==> src/cfs_pkg.sv <==
// constants, types and decode helpers for the fetch sequencer core
package cfs_pkg;
  localparam int PC_W = 13;
  localparam int DW = 8;
  localparam int IW = 16;
  localparam int DA_W = 10;
  localparam logic [12:0] RESET_VEC = 13'h0000;
  localparam logic [12:0] INT_VEC = 13'h0004;
  localparam logic [3:0] STK_DEPTH = 4'h8;
  // bus register byte offsets
  localparam logic [7:0] REG_CTRL = 8'h00;
  localparam logic [7:0] REG_PCL = 8'h04;
  localparam logic [7:0] REG_STAT = 8'h08;
  localparam logic [7:0] REG_ACC = 8'h0C;
  localparam logic [7:0] REG_TPTR = 8'h10;
  localparam logic [7:0] REG_TABLE_HIGH_RESULT = 8'h14;
  // control bits and reset value
  localparam int CTRL_RUN = 0;
  localparam int CTRL_IE = 1;
  localparam logic [1:0] CTRL_RESET = 2'h1;
  // flag positions
  localparam int FLG_C = 0;
  localparam int FLG_AC = 1;
  localparam int FLG_Z = 2;
  localparam int FLG_OV = 3;
  localparam logic [3:0] FLAG_RESET = 4'h0;
  // instruction classes in bits 15:13
  localparam logic [2:0] OC_ALU = 3'h0;
  localparam logic [2:0] OC_JMP = 3'h1;
  localparam logic [2:0] OC_CALL = 3'h2;
  localparam logic [2:0] OC_RET = 3'h3;
  localparam logic [2:0] OC_RETURN_FROM_INTERRUPT = 3'h4;
  localparam logic [2:0] OC_SKIP = 3'h5;
  localparam logic [2:0] OC_TBL = 3'h6;
  localparam logic [2:0] OC_PCL = 3'h7;
  localparam int TBL_INC_BIT = 12;
  localparam int TBL_EXT_BIT = 11;
  typedef enum logic [3:0] {
    ALU_ADD = 4'h0, ALU_ADC = 4'h1, ALU_SUB = 4'h2, ALU_SBC = 4'h3,
    ALU_DAA = 4'h4, ALU_AND = 4'h5, ALU_OR = 4'h6, ALU_XOR = 4'h7,
    ALU_CPL = 4'h8, ALU_RR = 4'h9, ALU_RRC = 4'hA, ALU_RL = 4'hB,
    ALU_RLC = 4'hC, ALU_INC = 4'hD, ALU_DEC = 4'hE, ALU_MOV = 4'hF
  } cfs_alu_type;
  typedef enum logic [3:0] {
    PH1 = 4'h1, PH2 = 4'h2, PH3 = 4'h4, PH4 = 4'h8
  } cfs_phase_type;
  function automatic logic [2:0] opclass(input logic [15:0] w);
    return w[15:13];
  endfunction
endpackage

==> src/cfs_stk_if.sv <==
// return stack connection between core and stack storage
`timescale 1ns/100ps
interface cfs_stk_if;
  logic        push;
  logic        pop;
  logic [12:0] push_pc;
  logic [12:0] top_pc;
  logic        full;
  modport core  (output push, pop, push_pc, input top_pc, full);
  modport stack (input push, pop, push_pc, output top_pc, full);
endinterface

==> src/cfs_core.sv <==
// fetch sequencer core: phases, pipeline, program counter, alu, table reads, bus registers
`timescale 1ns/100ps
module cfs_core (
  input  wire logic        clk_i,
  input  wire logic        rst_i,
  input  wire logic        wb_cyc_i,
  input  wire logic        wb_stb_i,
  input  wire logic        wb_we_i,
  input  wire logic [7:0]  wb_adr_i,
  input  wire logic [3:0]  wb_sel_i,
  input  wire logic [31:0] wb_dat_i,
  output logic      [31:0] wb_dat_o,
  output logic             wb_ack_o,
  output logic      [12:0] pm_addr_o,
  input  wire logic [15:0] pm_data_i,
  output logic             dm_we_o,
  output logic      [9:0]  dm_addr_o,
  output logic      [7:0]  dm_wdata_o,
  input  wire logic        irq_i,
  output logic             irq_ack_o,
  output logic      [3:0]  phase_o
);
  cfs_pkg::cfs_phase_type phase_ff;
  logic [12:0] pc_ff;
  logic [12:0] pm_addr_ff;
  logic [15:0] ir_ff;
  logic        irv_ff;
  logic        tbl_pend_ff;
  logic [9:0]  tbl_dst_ff;
  logic        tbl_inc_ff;
  logic [7:0]  acc_ff;
  logic [3:0]  flag_ff;
  logic [15:0] tptr_ff;
  logic [7:0]  table_high_result_ff;
  logic [1:0]  ctrl_ff;
  logic        irq_pend_ff;
  logic        irq_ack_ff;
  logic        pclw_pend_ff;
  logic [7:0]  pclw_data_ff;
  logic        dm_we_ff;
  logic [9:0]  dm_addr_ff;
  logic [7:0]  dm_wdata_ff;
  logic        ack_ff;
  logic [31:0] dat_ff;
  logic        ph_end;
  logic        exec;
  logic        wb_hit;
  logic        wb_wr;
  logic [2:0]  oc;
  logic [10:0] alu_out;
  logic [3:0]  nxt_flags;
  logic        alu_wr;
  logic        nxt_br;
  logic [12:0] nxt_tgt;
  logic        nxt_push;
  logic        nxt_pop;
  logic        nxt_tbl;
  logic        nxt_irq;
  logic        nxt_pclw;
  logic        nxt_return_from_interrupt;
  logic [12:0] nxt_fetch;
  logic [31:0] nxt_rdata;

  cfs_stk_if sif ();

  cfs_ret_stack u_stack (
    .clk_i (clk_i),
    .rst_i (rst_i),
    .sif   (sif)
  );

  // 8-bit alu on accumulator and operand; returns {c, ac, ov, result}
  function automatic logic [10:0] alu_calc(input logic [3:0] op, input logic [7:0] a,
                                           input logic [7:0] b, input logic [3:0] fl);
    logic [8:0] s;
    logic [4:0] h;
    logic [7:0] bb;
    logic       ci;
    logic [7:0] r;
    logic       c;
    logic       ac;
    logic       ov;
    s  = 9'h000;
    h  = 5'h00;
    bb = b;
    ci = 1'b0;
    r  = a;
    c  = fl[cfs_pkg::FLG_C];
    ac = fl[cfs_pkg::FLG_AC];
    ov = fl[cfs_pkg::FLG_OV];
    unique case (cfs_pkg::cfs_alu_type'(op))
      cfs_pkg::ALU_ADD, cfs_pkg::ALU_ADC, cfs_pkg::ALU_SUB, cfs_pkg::ALU_SBC: begin
        // subtraction adds the complement; carry set means no borrow
        bb = (op == cfs_pkg::ALU_SUB || op == cfs_pkg::ALU_SBC) ? ~b : b;
        ci = (op == cfs_pkg::ALU_ADD) ? 1'b0 :
             (op == cfs_pkg::ALU_SUB) ? 1'b1 : fl[cfs_pkg::FLG_C];
        s  = {1'b0, a} + {1'b0, bb} + {8'h00, ci};
        h  = {1'b0, a[3:0]} + {1'b0, bb[3:0]} + {4'h0, ci};
        r  = s[7:0];
        c  = s[8];
        ac = h[4];
        ov = (a[7] == bb[7]) && (r[7] != a[7]);
      end
      cfs_pkg::ALU_DAA: begin
        s = {1'b0, a};
        if (a[3:0] > 4'h9 || ac) begin
          s = s + 9'h006;
        end
        if (s[7:4] > 4'h9 || c || s[8]) begin
          s = s + 9'h060;
          c = 1'b1;
        end
        r = s[7:0];
      end
      cfs_pkg::ALU_AND: r = a & b;
      cfs_pkg::ALU_OR:  r = a | b;
      cfs_pkg::ALU_XOR: r = a ^ b;
      cfs_pkg::ALU_CPL: r = ~a;
      cfs_pkg::ALU_RR:  r = {a[0], a[7:1]};
      cfs_pkg::ALU_RRC: begin
        r = {c, a[7:1]};
        c = a[0];
      end
      cfs_pkg::ALU_RL:  r = {a[6:0], a[7]};
      cfs_pkg::ALU_RLC: begin
        r = {a[6:0], c};
        c = a[7];
      end
      cfs_pkg::ALU_INC: r = a + 8'h01;
      cfs_pkg::ALU_DEC: r = a - 8'h01;
      cfs_pkg::ALU_MOV: r = b;
    endcase
    return {c, ac, ov, r};
  endfunction

  // phase sequencer; clearing the run bit freezes the core between phases
  always_ff @(posedge clk_i) begin
    if (rst_i) begin
      phase_ff <= cfs_pkg::PH4;
    end else if (ctrl_ff[cfs_pkg::CTRL_RUN]) begin
      unique case (phase_ff)
        cfs_pkg::PH1: phase_ff <= cfs_pkg::PH2;
        cfs_pkg::PH2: phase_ff <= cfs_pkg::PH3;
        cfs_pkg::PH3: phase_ff <= cfs_pkg::PH4;
        cfs_pkg::PH4: phase_ff <= cfs_pkg::PH1;
      endcase
    end
  end

  assign ph_end  = (phase_ff == cfs_pkg::PH4) && ctrl_ff[cfs_pkg::CTRL_RUN];
  assign exec    = irv_ff && !tbl_pend_ff; // dummy and table cycles execute nothing
  assign oc      = cfs_pkg::opclass(ir_ff);
  assign alu_out = alu_calc(ir_ff[12:9], acc_ff, ir_ff[7:0], flag_ff);
  assign alu_wr  = ph_end && exec && (oc == cfs_pkg::OC_ALU || oc == cfs_pkg::OC_SKIP);

  // flag update from the alu result
  always_comb begin
    nxt_flags                  = flag_ff;
    nxt_flags[cfs_pkg::FLG_C]  = alu_out[10];
    nxt_flags[cfs_pkg::FLG_AC] = alu_out[9];
    nxt_flags[cfs_pkg::FLG_OV] = alu_out[8];
    nxt_flags[cfs_pkg::FLG_Z]  = (alu_out[7:0] == 8'h00);
  end

  // flow decisions at the end of each instruction cycle
  always_comb begin
    nxt_br   = 1'b0;
    nxt_tgt  = pc_ff;
    nxt_push = 1'b0;
    nxt_pop  = 1'b0;
    nxt_tbl  = 1'b0;
    nxt_irq  = 1'b0;
    nxt_pclw = 1'b0;
    nxt_return_from_interrupt = 1'b0;
    if (ph_end && exec) begin
      unique case (oc)
        cfs_pkg::OC_ALU: begin
        end
        cfs_pkg::OC_JMP: begin
          nxt_br  = 1'b1;
          nxt_tgt = ir_ff[12:0];
        end
        cfs_pkg::OC_CALL: begin
          nxt_br   = 1'b1; // proceeds even with a full stack
          nxt_tgt  = ir_ff[12:0];
          nxt_push = 1'b1;
        end
        cfs_pkg::OC_RET, cfs_pkg::OC_RETURN_FROM_INTERRUPT: begin
          nxt_br   = 1'b1;
          nxt_tgt  = sif.top_pc;
          nxt_pop  = 1'b1;
          nxt_return_from_interrupt = (oc == cfs_pkg::OC_RETURN_FROM_INTERRUPT);
        end
        cfs_pkg::OC_SKIP: begin
          // refetch at pc drops the word already fetched
          nxt_br  = (alu_out[7:0] == 8'h00);
          nxt_tgt = pc_ff;
        end
        cfs_pkg::OC_TBL: nxt_tbl = 1'b1;
        cfs_pkg::OC_PCL: begin
          nxt_br  = 1'b1; // high bits kept: jump stays in page
          nxt_tgt = {pc_ff[12:8], ir_ff[7:0]};
        end
      endcase
    end
    // bus write to the low byte, then interrupt entry, only in free cycles
    if (ph_end && !tbl_pend_ff && !nxt_br && !nxt_tbl) begin
      if (pclw_pend_ff) begin
        nxt_pclw = 1'b1;
        nxt_br   = 1'b1;
        nxt_tgt  = {pc_ff[12:8], pclw_data_ff};
      end else if (irq_pend_ff && ctrl_ff[cfs_pkg::CTRL_IE] && !sif.full) begin
        nxt_irq  = 1'b1; // a full stack withholds entry
        nxt_br   = 1'b1;
        nxt_tgt  = cfs_pkg::INT_VEC;
        nxt_push = 1'b1;
      end
    end
  end

  assign sif.push    = nxt_push;
  assign sif.pop     = nxt_pop;
  assign sif.push_pc = pm_addr_ff; // address of the word fetched alongside
  assign nxt_fetch   = nxt_br ? nxt_tgt : pc_ff;

  // program counter and fetch address, updated entering the first phase
  always_ff @(posedge clk_i) begin
    if (rst_i) begin
      pc_ff      <= cfs_pkg::RESET_VEC;
      pm_addr_ff <= cfs_pkg::RESET_VEC;
    end else if (ph_end) begin
      if (nxt_tbl) begin
        pm_addr_ff <= tptr_ff[12:0]; // upper pointer bits dropped
      end else begin
        pm_addr_ff <= nxt_fetch;
        pc_ff      <= nxt_fetch + 13'h0001;
      end
    end
  end

  // instruction register; fetch of the next word overlaps execution
  always_ff @(posedge clk_i) begin
    if (rst_i) begin
      ir_ff  <= 16'h0000;
      irv_ff <= 1'b0;
    end else if (ph_end && !tbl_pend_ff) begin
      ir_ff  <= pm_data_i;
      irv_ff <= !nxt_br; // discarded word becomes a dummy cycle
    end
  end

  // table read: second cycle fetches the table word, then writes it out
  always_ff @(posedge clk_i) begin
    if (rst_i) begin
      tbl_pend_ff <= 1'b0;
      tbl_dst_ff  <= 10'h000;
      tbl_inc_ff  <= 1'b0;
      table_high_result_ff     <= 8'h00;
      dm_we_ff    <= 1'b0;
      dm_addr_ff  <= 10'h000;
      dm_wdata_ff <= 8'h00;
    end else begin
      dm_we_ff <= 1'b0;
      if (ph_end && nxt_tbl) begin
        tbl_pend_ff <= 1'b1;
        tbl_inc_ff  <= ir_ff[cfs_pkg::TBL_INC_BIT];
        // basic form lands in sector zero
        tbl_dst_ff  <= {ir_ff[cfs_pkg::TBL_EXT_BIT] ? ir_ff[10:9] : 2'h0, ir_ff[7:0]};
      end else if (ph_end && tbl_pend_ff) begin
        tbl_pend_ff <= 1'b0;
        dm_we_ff    <= 1'b1;
        dm_addr_ff  <= tbl_dst_ff;
        dm_wdata_ff <= pm_data_i[7:0];
        table_high_result_ff     <= pm_data_i[15:8];
      end
    end
  end

  // accumulator and status flags
  always_ff @(posedge clk_i) begin
    if (rst_i) begin
      acc_ff  <= 8'h00;
      flag_ff <= cfs_pkg::FLAG_RESET;
    end else if (alu_wr) begin
      acc_ff  <= alu_out[7:0];
      flag_ff <= nxt_flags;
    end
  end

  // interrupt request is sticky; a new request beats the acknowledge clear
  always_ff @(posedge clk_i) begin
    if (rst_i) begin
      irq_pend_ff <= 1'b0;
      irq_ack_ff  <= 1'b0;
    end else begin
      irq_pend_ff <= irq_i || (irq_pend_ff && !nxt_irq);
      irq_ack_ff  <= nxt_irq;
    end
  end

  assign wb_hit = wb_cyc_i && wb_stb_i && !ack_ff;
  assign wb_wr  = wb_hit && wb_we_i && wb_sel_i[0];

  // control register; entry masks interrupts, return-from-interrupt unmasks
  always_ff @(posedge clk_i) begin
    if (rst_i) begin
      ctrl_ff <= cfs_pkg::CTRL_RESET;
    end else begin
      if (wb_wr && wb_adr_i == cfs_pkg::REG_CTRL) begin
        ctrl_ff <= wb_dat_i[1:0];
      end
      if (nxt_irq) begin
        ctrl_ff[cfs_pkg::CTRL_IE] <= 1'b0;
      end else if (nxt_return_from_interrupt) begin
        ctrl_ff[cfs_pkg::CTRL_IE] <= 1'b1;
      end
    end
  end

  // low byte write waits for the next free cycle boundary; a newer write wins
  always_ff @(posedge clk_i) begin
    if (rst_i) begin
      pclw_pend_ff <= 1'b0;
      pclw_data_ff <= 8'h00;
    end else if (wb_wr && wb_adr_i == cfs_pkg::REG_PCL) begin
      pclw_pend_ff <= 1'b1;
      pclw_data_ff <= wb_dat_i[7:0];
    end else if (nxt_pclw) begin
      pclw_pend_ff <= 1'b0;
    end
  end

  // table pointer: low and high bytes by lane, auto-increment after a read
  always_ff @(posedge clk_i) begin
    if (rst_i) begin
      tptr_ff <= 16'h0000;
    end else if (wb_hit && wb_we_i && wb_adr_i == cfs_pkg::REG_TPTR) begin
      if (wb_sel_i[0]) begin
        tptr_ff[7:0] <= wb_dat_i[7:0];
      end
      if (wb_sel_i[1]) begin
        tptr_ff[15:8] <= wb_dat_i[15:8];
      end
    end else if (ph_end && tbl_pend_ff && tbl_inc_ff) begin
      tptr_ff <= tptr_ff + 16'h0001;
    end
  end

  // read mux; stack state is deliberately absent
  always_comb begin
    unique case (wb_adr_i)
      cfs_pkg::REG_CTRL: nxt_rdata = {30'h0, ctrl_ff};
      cfs_pkg::REG_PCL:  nxt_rdata = {24'h0, pc_ff[7:0]};
      cfs_pkg::REG_STAT: nxt_rdata = {27'h0, irq_pend_ff, flag_ff};
      cfs_pkg::REG_ACC:  nxt_rdata = {24'h0, acc_ff};
      cfs_pkg::REG_TPTR: nxt_rdata = {16'h0, tptr_ff};
      cfs_pkg::REG_TABLE_HIGH_RESULT: nxt_rdata = {24'h0, table_high_result_ff};
      default:           nxt_rdata = 32'h0; // unmapped reads as zero
    endcase
  end

  // one-wait-state slave: ack one edge after the strobe, dropped the next
  always_ff @(posedge clk_i) begin
    if (rst_i) begin
      ack_ff <= 1'b0;
      dat_ff <= 32'h0;
    end else begin
      ack_ff <= wb_hit;
      if (wb_hit && !wb_we_i) begin
        dat_ff <= nxt_rdata;
      end
    end
  end

  assign wb_ack_o   = ack_ff;
  assign wb_dat_o   = dat_ff;
  assign pm_addr_o  = pm_addr_ff;
  assign dm_we_o    = dm_we_ff;
  assign dm_addr_o  = dm_addr_ff;
  assign dm_wdata_o = dm_wdata_ff;
  assign irq_ack_o  = irq_ack_ff;
  assign phase_o    = phase_ff;

  phase_wrap_a: assert property (@(posedge clk_i) disable iff (rst_i)
    ph_end |=> phase_ff == cfs_pkg::PH1 && $onehot(phase_ff))
    else $error("phase did not wrap to first phase");
  pc_step_a: assert property (@(posedge clk_i) disable iff (rst_i)
    ph_end && !nxt_br && !nxt_tbl && !tbl_pend_ff
      |=> pm_addr_ff == $past(pc_ff) && pc_ff == $past(pc_ff) + 13'h0001)
    else $error("sequential fetch did not advance pc");
  branch_dummy_a: assert property (@(posedge clk_i) disable iff (rst_i)
    ph_end && nxt_br |=> !irv_ff && pm_addr_ff == $past(nxt_tgt))
    else $error("branch without dummy cycle or wrong target");
  reset_vec_a: assert property (@(posedge clk_i)
    rst_i |=> pm_addr_ff == 13'h0000 && pc_ff == 13'h0000 && !irv_ff)
    else $error("reset vector not loaded");
  irq_hold_a: assert property (@(posedge clk_i) disable iff (rst_i)
    sif.full && !nxt_pop |=> !irq_ack_o)
    else $error("interrupt acknowledged with full stack");
  tbl_addr_a: assert property (@(posedge clk_i) disable iff (rst_i)
    ph_end && nxt_tbl |=> tbl_pend_ff && pm_addr_ff == $past(tptr_ff[12:0])
      && pc_ff == $past(pc_ff))
    else $error("table address not from pointer");
  tbl_data_a: assert property (@(posedge clk_i) disable iff (rst_i)
    ph_end && tbl_pend_ff |=> dm_we_o && table_high_result_ff == $past(pm_data_i[15:8])
      && dm_wdata_o == $past(pm_data_i[7:0]) && !tbl_pend_ff)
    else $error("table word not delivered");
  pcl_page_a: assert property (@(posedge clk_i) disable iff (rst_i)
    nxt_pclw |=> pm_addr_ff == {$past(pc_ff[12:8]), $past(pclw_data_ff)} && !irv_ff)
    else $error("low byte jump left its page");
endmodule // cfs_core

==> src/cfs_ret_stack.sv <==
// eight-level hidden return stack with overwrite on overflow
`timescale 1ns/100ps
module cfs_ret_stack (
  input  wire logic clk_i,
  input  wire logic rst_i,
  cfs_stk_if.stack  sif
);
  logic [12:0] mem_ff [8];
  logic [2:0]  wp_ff;
  logic [3:0]  lvl_ff;

  // circular storage: a push on a full stack overwrites the oldest slot
  always_ff @(posedge clk_i) begin
    if (sif.push) begin
      mem_ff[wp_ff] <= sif.push_pc;
    end
  end

  // write pointer and fill level; no software path reaches either
  always_ff @(posedge clk_i) begin
    if (rst_i) begin
      wp_ff  <= 3'h0;
      lvl_ff <= 4'h0;
    end else if (sif.push) begin
      wp_ff <= wp_ff + 3'h1;
      if (lvl_ff != cfs_pkg::STK_DEPTH) begin
        lvl_ff <= lvl_ff + 4'h1; // level saturates on overflow
      end
    end else if (sif.pop && lvl_ff != 4'h0) begin
      wp_ff  <= wp_ff - 3'h1;
      lvl_ff <= lvl_ff - 4'h1;
    end
  end

  assign sif.top_pc = mem_ff[wp_ff - 3'h1];
  assign sif.full   = (lvl_ff == cfs_pkg::STK_DEPTH);

  stk_reset_a: assert property (@(posedge clk_i) rst_i |=> lvl_ff == 4'h0)
    else $error("stack not empty after reset");
  stk_over_a: assert property (@(posedge clk_i) disable iff (rst_i)
    sif.push && sif.full |=> lvl_ff == 4'h8 && wp_ff == $past(wp_ff) + 3'h1)
    else $error("overflow push mishandled");
  stk_lifo_a: assert property (@(posedge clk_i) disable iff (rst_i)
    sif.push |=> sif.top_pc == $past(sif.push_pc))
    else $error("pushed pc not on top");
endmodule // cfs_ret_stack

==> config.mk <==
export PLATFORM = sky130hd
export DESIGN_NAME = cfs_core
export DESIGN_NICKNAME = d
export VERILOG_FILES = /design/src/cfs_pkg.sv /design/src/cfs_stk_if.sv /design/src/cfs_core.sv /design/src/cfs_ret_stack.sv
export SDC_FILE = /design/constraint.sdc
export NUM_CORES = 1
export LEC_CHECK = 0
export BUFFER_PORTS_ARGS = -buffer_cell sky130_fd_sc_hd__buf_2
export CAP_MARGIN = 25
export CORE_UTILIZATION = 40
export CTS_CLUSTER_DIAMETER = 200
export CTS_CLUSTER_SIZE = 8
export DETAILED_ROUTE_END_ITERATION = 10
export SLEW_MARGIN = 20
export SYNTH_ARGS = -nofsm -noshare
export SYNTH_HDL_FRONTEND = slang
export SYNTH_SLANG_ARGS = --single-unit
export TNS_END_PERCENT = 1
==> constraint.sdc <==
create_clock -name clk_i -period 5.9 [get_ports clk_i]
set_input_delay 1.18 -clock clk_i [delete_from_list [all_inputs] [get_ports clk_i]]
set_output_delay 1.18 -clock clk_i [all_outputs]
set_load 0.01 [all_outputs]
# == Yosys cells after proc, flatten, opt, wreduce, memory -nomap -nowiden ==
# Memories as Yosys holds them, arrays and structs flattened.
# Index checks and enable logic that the tools add are counted.
# word_totals
elab_cells,210
output_inout_bits,70
ramBits,104
n_memories,1
input_bits,66
reg_bits,167
# mem_list
name,depth,word_bits,read_ports,rd_clocked_by_memory_dff,write_ports,line_no,source
u_stack.mem_ff,8,13,1,0,1,cfs_ret_stack.sv:8,logic [12:0] mem_ff [8];
# op_classes
n_mux,58
n_bitwise,7
reduce_logical,61
n_eq_ne,39
magnitude_cmp,2
add_sub_neg,14
# ops
cell,count
8-bit case mux with 13 select lines,1
16-bit case mux with 6 select lines,1
13-bit 2-to-1 mux,6
"4-bit == test, second input constant",10
13-bit case mux with 3 select lines,1
16-bit 2-to-1 mux,2
8-bit 2-to-1 mux,4
1-bit 2-to-1 mux,31
1-bit logical AND,23
"4-bit by 3-bit == test with 1-bit output, second input constant",5
9-bit 2-to-1 mux,2
"16-bit by 1-bit adder with 16-bit output, second input constant",1
"8-bit by 4-bit == test with 1-bit output, second input constant",2
"8-bit by 5-bit == test with 1-bit output, second input constant",2
8-bit logical NOT,2
8-bit NOT,2
4-bit case mux with 4 select lines,1
"13-bit by 1-bit adder with 13-bit output, second input constant",1
"3-bit == test, second input constant",4
"4-bit by 2-bit == test with 1-bit output, second input constant",3
4-bit 2-to-1 mux,3
2-bit AND reduction,6
2-bit nonzero test,5
"8-bit by 3-bit adder with 9-bit output, second input constant",1
38 further kinds,62

# == Logic depth before layout (Yosys ltp) ==
# Gate-level depths: netlist (run 1).
# depth
ltp_word,19
depth_mapped,23
depth_no_buf,21

# == By module ==
# Synthesis (run 1) repeated with hierarchy kept, for this count alone.
# unflattened
hier_cells,1482
area_unflattened_um2,13964.6
# modules_own_cells
mod,n_inst,area_each_um2,cells_each
cfs_core,1,9485.3,1261
cfs_ret_stack,1,4479.3,221

# == Worst setup path after synthesis (run 1) ==
# OpenSTA, ideal clock, no wires.
# synth_path
path_type,register -> register
from,reg ir_ff[12]
to,reg pc_ff[12]
period_less_slack_ns,5.472
stages_incl_launch_ff,22
arrival_time_ns,5.352
t_required_ns,5.780
setup_slack_ns,0.428
setup_time_ns,0.120
cell_sequence,dfxtp_1 > buf_4 > or2_2 > clkbuf_1 > nor2_1 > xnor2_1 > fa_1 > fa_1 > a211oi_1 > o21bai_1 > a21oi_1 > xnor2_1 > nand2_1 > a221o_1 > or4_4 > nand3_1 > a22o_2 > ha_1 > and2_4 > nand4_2 > o311a_1 > a211o_1
# synth_between
elab_chain_cells,15
# synth_lines
element,line_no,source
from (decl),cfs_core.sv:26,logic [15:0] ir_ff;
from (signal assigned),cfs_core.sv:247,ir_ff <= pm_data_i;
4-bit by 2-bit == test with 1-bit output,-,
1-bit logical OR,cfs_core.sv:94,bb = (op == cfs_pkg::ALU_SUB || op == cfs_pkg::ALU_SBC) ? ~b : b;
8-bit 2-to-1 mux,cfs_core.sv:94,
8-bit by 8-bit adder with 9-bit output,cfs_core.sv:97,"s = {1'b0, a} + {1'b0, bb} + {8'h00, ci};"
9-bit by 1-bit adder with 9-bit output,cfs_core.sv:97,
8-bit case mux with 13 select lines,cfs_core.sv:91,unique case (cfs_pkg::cfs_alu_type'(op))
8-bit logical NOT,cfs_core.sv:196,nxt_br = (alu_out[7:0] == 8'h00);
1-bit case mux with 2 select lines,cfs_core.sv:176,unique case (oc)
1-bit 2-to-1 mux,cfs_core.sv:175,if (ph_end && exec) begin
1-bit logical NOT,cfs_core.sv:207,if (ph_end && !tbl_pend_ff && !nxt_br && !nxt_tbl) begin
1-bit logical AND (2 in series),cfs_core.sv:207,
13-bit 2-to-1 mux / 1-bit 2-to-1 mux (equally long branches),cfs_core.sv:207,
13-bit 2-to-1 mux *,cfs_core.sv:224,assign nxt_fetch = nxt_br ? nxt_tgt : pc_ff;
13-bit by 1-bit adder with 13-bit output *,cfs_core.sv:236,pc_ff <= nxt_fetch + 13'h0001;
to (signal assigned),cfs_core.sv:229,pc_ff <= cfs_pkg::RESET_VEC;
to (signal assigned),cfs_core.sv:236,
to (decl),cfs_core.sv:24,logic [12:0] pc_ff;
# Mark *: on every way between the ends. The rest lies on a longest branch, timed or not.
# A chain may end at the register's enable or synchronous reset.

# == Final worst setup path (run 1) ==
# Ends and elaborated chain as after synthesis.

==> results of run 1 <==
[stage by stage]
| step | area (µm²) | hold slack (ns) | std cells | utilization [%] | power (mW) |
|---|---|---|---|---|---|
| floorplan | 13500 | 0.427 | 1437 | - | 2.20 |
| global placement | 14300 | 0.440 | 1913 | 43.7 | 2.31 |
| detailed placement | 14300 | 0.445 | 1913 | 43.7 | 2.32 |
| CTS | 15300 | 0.445 | 1967 | 46.8 | 4.20 |
| global route | 15400 | 0.466 | 1970 | 46.9 | 4.32 |
| finish | 15400 | 0.444 | 1970 | 46.9 | 4.16 |
[synth_stat cells (all sizes together) (10+ instances only)]
cell type	count
nand2	223
mux2i	18
xnor2	24
nand3	39
and3	17
o21ai	49
dfxtp	151
nor3b	11
nand2b	10
mux4	26
mux2	10
a21oi	150
nor3	27
o211ai	15
ha	37
a211oi	14
clkbuf	60
o31ai	10
buf	40
a22oi	36
a22o	10
nor2	124
edfxtp	104
inv	38
[power breakdown]
group | total (mW) | switching (mW) | internal [mW] | leakage [nW]
sequential | 1.89 | 0.0381 | 1.85 | 2.18
clock | 1.87 | 0.730 | 1.14 | 0.483
combinational | 0.407 | 0.266 | 0.140 | 3.04
[logic make-up (layout without fill, tap and decap cells)]
family	Yosys count	in the layout	share of synthesized area (%)
DFF	255	255	45.7
muxes	54	54	6.52
other	1	16	0.0279
xor gates and xnor gates	33	33	2.15
adders and majority gates	41	41	4.03
and+or+nand+nor	520	520	18.0
AOI/OAI and AO/OA	379	379	18.7
buffers and inverters	139	230	4.90
[layout make-up]
class / count / area, µm² / share of cell area [%]
clock inverter: 2 / 17.5 / 0.114
timing repair buffer: 137 / 786 / 5.12
multi-input combinational: 1043 / 6730 / 43.8
inverter: 39 / 149 / 0.969
sequential: 255 / 6150 / 40.0
tap: 442 / 553 / 3.60
clock buffer: 52 / 982 / 6.39
[how the worst min path moves through the flow]
stage / from / end / cells past startpoint
after detailed placement: tbl_dst_ff[6] / dm_addr_o[6] / 2
after global placement: dm_wdata_o[5] / dm_wdata_o[5] / 2
after global routing: dm_wdata_o[7] / dm_wdata_o[7] / 2
final: tbl_dst_ff[7] / dm_addr_o[7] / 2
after CTS: tbl_dst_ff[7] / dm_addr_o[7] / 2
after floorplan: pclw_data_ff[6] / pclw_data_ff[6] / 2
[worst max-delay path, delay by kind of cell (launching register included)]
family                     cells  cell delay, ns
AOI/OAI and AO/OA              7            1.79
and+or+nand+nor                7            1.67
adders and majority gates      3            1.15
DFF                            1            0.32
xor gates and xnor gates       2            0.26
[state kept, by name (all words and copies together) (netlist names), 2 cells and up]
| name | flops |
|---|---|
| u_stack.wp_ff | 3 |
| table_high_result_ff | 8 |
| tptr_ff | 16 |
| pclw_data_ff | 8 |
| pc_ff | 13 |
| tbl_dst_ff | 10 |
| ctrl_ff | 2 |
| dm_wdata_o | 8 |
| dm_addr_o | 10 |
| flag_ff | 4 |
| pm_addr_o | 13 |
| phase_o | 4 |
| u_stack.mem_ff | 104 |
| acc_ff | 8 |
| u_stack.lvl_ff | 4 |
| ir_ff | 16 |
| wb_dat_o | 16 |
[routing by layer]
layer  GRT usage [%]  vias to the layer above  wire (µm)
met4            7.34                        0        958
met3            3.25                       56       1940
met5               0                        -          0
met1            31.4                     5479      17400
li1                -                     5327          -
met2            36.6                      360      18300
[cells in the final DEF, fill, tap and decap left out, types with 11 or more instances in the layout]
master and count:
dfxtp_1 150, nor3_1 24, buf_2 100, conb_1 16, mux4_2 26, inv_1 37, nor3b_1 11, a21oi_1 148
mux2i_1 18, xnor2_1 24, edfxtp_1 104, and3_1 17, nand2_1 222, nor2_1 123, nand3_1 37, buf_4 36
a211oi_1 13, a22oi_1 36, o21ai_0 42, ha_1 37, o211ai_1 13, clkbuf_16 37, clkbuf_1 15
==> flow_metrics.tcl, run 1 <==
set metrics [dict create \
    critPathKind "register to register" \
    vdd_drop_max_uv 182 \
    grt_max_degree 56 \
    cp_data_required_time_ns 6.30 \
    synth_seq_cells 255 \
    htreeDepth 2 \
    clock_latency_ns 0.52 \
    final_nets 1620 \
    syn_area_per_cell_um2 9.47 \
    r2r_cells 19 \
    io_buffer_count 101 \
    period_needed_ns 5.31 \
    clockBufferDepth 3 \
    path_cells "or2_2 -> nor2_1 -> xnor2_1 -> fa_1 -> fa_1 -> a211oi_1 -> o21bai_1 -> a21oi_1 -> xnor2_1 -> nand2_1 -> a221o_1 -> or4_4 -> nand3_1 -> a22o_2 -> ha_1 -> and2_4 -> nand4_2 -> o311a_1 -> a211o_1" \
    leakagePower_nw 5.70 \
    grt_pass1_vias 10700 \
    fp.dieW_um 185 \
    slew_headroom_pct 37.9 \
    worst_slack_ns 0.589 \
    post-place-ws_ns 0.661 \
    drc_errors 0 \
    synthesis.area_um2 13500 \
    min-delay-path-class "register to register" \
    wl_per_cell_um 19.6 \
    setup_viol 0 \
    hold_viol_final 0 \
    overflow 0 \
    ys_seq_area_share_pct 45.7 \
    startpoint "ir_ff[12]" \
    grtUsageTotal_pct 22.7 \
    dr.pass1.iters 5 \
    io_pins 136 \
    vias 11200 \
    reg2reg_slack_ns 0.59 \
    ctsHoldBuffers 0 \
    clock_skew_ns 0.0236 \
    path_clk_slew_ns 0.06 \
    numCtsBuffers 37 \
    setup_tns_ns 0 \
    routed_wl_mm 38.6 \
    worst_slew_pin_slew_ns 0.925 \
    antenna_found_initial 0 \
    slowest_stage "fa_1" \
    ys_warn_count 0 \
    yosysTopAreaCellShare_pct 23.2 \
    grt_first_pass_wirelength_mm 60.3 \
    startpoint_type "register" \
    fmax_mhz 188 \
    gp_routability_congestion 0.959 \
    ys.flop_type "dfxtp_1" \
    syn_inst 1422 \
    cap_violations 0 \
    post-route-period-util_pct 90.0 \
    synth.area.top_cells "edfxtp_1 (23%), dfxtp_1 (22%), nand2_1 (6.2%), a21oi_1 (5.5%), mux4_2 (4.3%)" \
    rows 66 \
    p_per_area_nw_per_um2 271 \
    design.core.area_um2 32800 \
    synth-edff-count 104 \
    post-cts-setup-buffer-count 0 \
    reg2reg_from "ir_ff[12]" \
    cts_tree "yes" \
    async_flop_share_pct 0 \
    r2r-end "pc_ff[12]" \
    drt_iter0_markers 937 \
    dieArea_um2 34400 \
    clkSinkCount 255 \
    cp-endpoint "pc_ff[12]" \
    via_per_inst 5.70 \
    dp_hpwl_mm 27.4 \
    synth_top_area_cell "edfxtp_1" \
    n_antenna_cell 0 \
    ant_nets 0 \
    cp_slowest_stage_delay_ns 0.51 \
    cts_resized 0 \
    root_buffer "clkbuf_16" \
    syn2layout_area_growth_pct 14.1 \
    start_util_pct 41.1 \
    fill_cells 3152 \
    cp_max_fo 8 \
    status "finished clean" \
    rsz0062_at_grt "no" \
    drive_gt1_share_pct 16.6 \
    yosysUniqueCellTypes 101 \
    end_kind "register" \
    maxSlewViolCount 0 \
    die_y_um 185 \
    crit_arrival_ns 5.71 \
]
(Power assumes the default switching activity.)
==> run 2, diff against run 1 <==
- CELL_PAD_IN_SITES_DETAIL_PLACEMENT: default -> 0
- CELL_PAD_IN_SITES_GLOBAL_PLACEMENT: default -> 1
- PLACE_DENSITY_LB_ADDON: default -> 0.1
==> run 2 against run 1 <==
Net effect:
- power rose by 0.50%
- flip-flop and latch count stayed put
- largest cell class unchanged
- non-clock buffer count increased by 12
- count of clock-buffer cells in the layout is 1 lower
- sequential share of layout area fell by 0.20 points
- fmax down 0.24%
==> flow_metrics.tcl, run 2 (synthesized netlist as in run 1, its figures left out) <==
set metrics [dict create \
    status "finished clean" \
    setup_tns_ns 0 \
    cp_max_fo 15 \
    dr.pass1.iters 7 \
    grt_pass1_vias 10700 \
    maxSlewViolCount 0 \
    critPathKind "register to register" \
    use_met3_pct 3.35 \
    fp.dieW_um 185 \
    largest_reg_flops 104 \
    hold_slack_ns 0.449 \
    final_nets 1632 \
    finish.utilization_pct 47.1 \
    clock_latency_ns 0.51 \
    register_area_um2 6150 \
    end_kind "register" \
    grt_first_pass_wirelength_mm 62.3 \
    dp.cells 1926 \
    clkSinkCount 255 \
    vias 11100 \
    leakagePower_nw 5.76 \
    routed_wl_mm 40.2 \
    n_antenna_cell 0 \
    overflow 0 \
    ant_nets 0 \
    fmax_mhz 188 \
    wl_per_cell_um 20.3 \
    rows 66 \
    rsz0062_at_grt "no" \
    grt_busiest_layer "met2" \
    startpoint_type "register" \
    grtUsageTotal_pct 23.7 \
    numCtsBuffers 37 \
    drt_iter0_markers 896 \
    io_pins 136 \
    dieArea_um2 34400 \
    setup_viol 0 \
    via_per_inst 5.59 \
    dp_hpwl_mm 29.1 \
    path_clk_slew_ns 0.05 \
    antenna_found_initial 0 \
    root_buffer "clkbuf_16" \
    vdd_drop_max_uv 237 \
    post-route-period-util_pct 90.2 \
    stdcell_count 1981 \
    met2_usage_pct 38.6 \
    cts_resized 0 \
    final_common_cell "nand2_1" \
    grt_max_degree 91 \
    cap_violations 0 \
    fill_cells 3192 \
    drive_gt1_share_pct 17.2 \
    final_cell_mix "nand2_1 (222), dfxtp_1 (150), a21oi_1 (148), nor2_1 (123), edfxtp_1 (104)" \
    period_needed_ns 5.32 \
    cts_tree "yes" \
    p_per_area_nw_per_um2 271 \
    ctsHoldBuffers 0 \
    start_util_pct 41.1 \
    design.core.area_um2 32800 \
    die_y_um 185 \
    top_register "u_stack.mem_ff" \
    drc_errors 0 \
    io_buffer_count 101 \
    gp_routability_congestion 0.902 \
    min-delay-path-class "register to register" \
    multi_input_area_um2 6730 \
    grt_util_met1_pct 32.6 \
    cp_data_required_time_ns 6.29 \
    clock_skew_ns 0.0245 \
    htreeDepth 2 \
    hold_viol_final 0 \
    post-cts-setup-buffer-count 0 \
    slew_headroom_pct 31.4 \
    clockBufferDepth 3 \
    total_power_mw 4.18 \
    worst_slew_pin_slew_ns 1.02 \
    syn2layout_area_growth_pct 14.7 \
    crit_arrival_ns 5.71 \
]
[run 2: critical path: stages, from the launching register on]
cell	delay, ns
dfxtp_1	0.43
buf_4	0.27
nand4b_1	0.18
inv_1	0.26
ha_1	0.31
or2_1	0.26
a311o_1	0.37
and4_1	0.18
nor2_1	0.14
nor3b_1	0.47
nor2_1	0.18
or4_4	0.63
nand3_1	0.14
a22o_2	0.23
ha_1	0.18
and2_4	0.17
nand4_2	0.18
o311a_1	0.39
a211o_1	0.22
[run 2: cell type report]
class | instances | share of cell area [%]
inverter | 39 | 0.964
timing repair buffer | 149 | 5.62
tap | 442 | 3.58
clock buffer | 51 | 6.34
clock inverter | 2 | 0.113
multi-input combinational | 1043 | 43.6
sequential | 255 | 39.8
[run 2: worst paths after layout]
kind,end,cells past startpoint,slack (ns),startpoint
worst max-delay path,pc_ff[12],18,0.58,ir_ff[10]
worst max register to register,pc_ff[12],18,0.58,ir_ff[10]
worst min-delay path,dm_wdata_o[7],2,0.45,dm_wdata_o[7]
worst min register to register,dm_wdata_o[7],2,0.45,dm_wdata_o[7]
[run 2: through the flow]
stage / setup WS (ns) / cell area, µm²
3_5_place_dp: 0.647 / 14400
3_3_place_gp: 0.693 / 14400
2_1_floorplan: 0.428 / 13500
6_report: 0.577 / 15400
5_1_grt: 0.278 / 15400
4_1_cts: 0.585 / 15400
[run 2: layer usage]
metal | share of wire [%] | up-vias
li1 | - | 5375
met2 | 47 | 293
met5 | 0 | -
met1 | 46 | 5358
met4 | 2.5 | 0
met3 | 5.0 | 57
[run 2: power by group]
group | switching (mW) | internal, mW
sequential | 0.0380 | 1.85
clock | 0.732 | 1.14
combinational | 0.282 | 0.146
total | 1.05 | 3.13
==> run 3, diff against run 2 <==
- REMOVE_ABC_BUFFERS: default -> 1
==> run 3 against run 2 <==
Net effect:
- clock power increased by 5%
- global-route usage increased by 0.39 points
- combinational power increased by 0.9%
- first-iteration DRC count increased by 14%
- core utilization increased by 0.12 points
- sequential share of layout area decreased by 0.10 points
- non-clock buffer count decreased by 7
- sequential power about the same
- flip-flop and latch count unchanged
- highest routed layer unchanged
- final cell count decreased by 0.20%
- worst hold slack got worse by 0.0022 ns
- final area increased by 0.25%
==> flow_metrics.tcl, run 3 (synthesized netlist as in run 1, its figures left out) <==
set metrics [dict create \
    switching_share_pct 26.1 \
    antenna_found_initial 0 \
    setup_tns_ns 0 \
    cp.buffers_inverters 3 \
    cp_data_required_time_ns 6.27 \
    clkSinkCount 255 \
    grt_pass1_vias 10500 \
    cp_slowest_stage_delay_ns 0.68 \
    overflow 0 \
    clock_skew_ns 0.0231 \
    design.core.area_um2 32800 \
    n_antenna_cell 0 \
    path_clk_slew_ns 0.05 \
    slew_headroom_pct 34.8 \
    maxSlewViolCount 0 \
    via_per_inst 5.62 \
    cp_max_fo 12 \
    clock_latency_ns 0.54 \
    status "finished clean" \
    root_buffer "clkbuf_16" \
    placed_area_um2 14400 \
    grtUsageTotal_pct 24.1 \
    syn2layout_area_growth_pct 15.0 \
    clockBufferDepth 3 \
    worst_slack_ns 0.548 \
    rsz0062_at_grt "no" \
    post-route-period-util_pct 90.7 \
    drt_iter0_markers 1021 \
    wl_per_cell_um 20.8 \
    dr.pass1.iters 7 \
    fp.dieW_um 185 \
    min-delay-path-class "register to register" \
    htreeDepth 2 \
    final_common_cell "nand2_1" \
    drive_gt1_share_pct 16.9 \
    numCtsBuffers 37 \
    die_y_um 185 \
    grt_max_degree 90 \
    fill_cells 3213 \
    cts_resized 0 \
    crit_family "compound AO/OA/AOI/OAI gates" \
    dieArea_um2 34400 \
    worst_slew_pin_slew_ns 0.978 \
    hold_viol_final 0 \
    pwr-share-seq_pct 44.1 \
    vias 11100 \
    vdd_drop_max_uv 214 \
    internal_power_mw 3.16 \
    ant_nets 0 \
    p_per_area_nw_per_um2 276 \
    drc_errors 0 \
    ctsHoldBuffers 0 \
    total_power_mw 4.27 \
    cts_tree "yes" \
    routed_wl_mm 41.2 \
    leakagePower_nw 5.75 \
    register_area_um2 6150 \
    grt_first_pass_wirelength_mm 63.0 \
    start_util_pct 41.1 \
    final_nets 1625 \
    cap_violations 0 \
    dp_hpwl_mm 29.1 \
    p_comb_share_pct 10.1 \
    fmax_mhz 187 \
    end_kind "register" \
    final_cell_mix "nand2_1 (222), dfxtp_1 (150), a21oi_1 (148), nor2_1 (123), edfxtp_1 (104)" \
    period_needed_ns 5.35 \
    power.net_switching_mw 1.11 \
    slowest_stage "nor4_2" \
    path_cells "buf_4 -> nand4b_1 -> inv_1 -> ha_1 -> a211oi_2 -> nor2_1 -> o31ai_1 -> xnor2_1 -> a221oi_1 -> o22ai_1 -> nor4_2 -> o31ai_1 -> inv_1 -> ha_1 -> a21o_1 -> a21oi_1 -> mux2i_1 -> xnor2_1 -> nor2_1" \
    power_frac_clock_pct 45.8 \
    gp_routability_congestion 0.915 \
    multi_input_area_um2 6730 \
    critPathKind "register to register" \
    top_register "u_stack.mem_ff" \
    largest_reg_flops 104 \
    post-place-ws_ns 0.621 \
    io_pins 136 \
    crit_arrival_ns 5.73 \
    rows 66 \
    startpoint_type "register" \
    design_area_um2 15500 \
    io_buffer_count 101 \
    setup_viol 0 \
    post-cts-setup-buffer-count 0 \
]
run 3: cell types whose count changed in the layout (fill, tap and decap cells not counted):
cell,delta
clkinv_16,+3
buf_6,+1
inv_6,-2
buf_8,+1
clkbuf_4,+1
buf_4,-10
clkbuf_1,+2
run 3: routing by layer:
layer / share of wire (%) / GRT usage, %
met4: 2.9 / 7.93
met3: 4.9 / 2.90
met1: 45 / 33.4
met5: 0 / 0
met2: 47 / 39.1
run 3: cell type report:
class	instances	area share [%]
repair buffers	142	5.34
flip-flops and latches	255	39.7
clock inverters	3	0.582
inverters	39	0.962
clock buffers	53	6.37
multi-input cells	1043	43.5
well taps	442	3.57
run 3: power groups by stage:
| stage | Sequential (mW) | Combinational, mW | Clock (mW) |
|---|---|---|---|
| 2_1_floorplan | 1.92 | 0.241 | 0 |
| 5_1_grt | 1.88 | 0.471 | 2.09 |
| 3_5_place_dp | 1.92 | 0.427 | 0 |
| 3_3_place_gp | 1.92 | 0.422 | 0 |
| 6_report | 1.88 | 0.432 | 1.96 |
| 4_1_cts | 1.88 | 0.428 | 2.01 |
run 3: path summary, 6_finish.rpt:
check                                    from                 to  slack [ns]  cells after the start
worst min register to register  dm_wdata_o[4]      dm_wdata_o[4]        0.45                      2
worst max-delay path                ir_ff[10]  u_stack.lvl_ff[3]        0.55                     19
worst min-delay path            dm_wdata_o[4]      dm_wdata_o[4]        0.45                      2
worst max register to register      ir_ff[10]  u_stack.lvl_ff[3]        0.55                     19
run 3: stage by stage:
stage | std cells | hold slack (ns) | util, %
after detailed placement | 1919 | 0.444 | 43.9
after global placement | 1918 | 0.438 | 43.8
after floorplan | 1337 | 0.421 | -
after CTS | 1975 | 0.450 | 47.1
final | 1977 | 0.447 | 47.2
after global routing | 1977 | 0.467 | 47.2
run 3: tightest hold or removal path, cell delays in order, from the launching register on:
cell,delay (ns)
dfxtp_1,0.30
nand2_1,0.05
a21oi_1,0.05
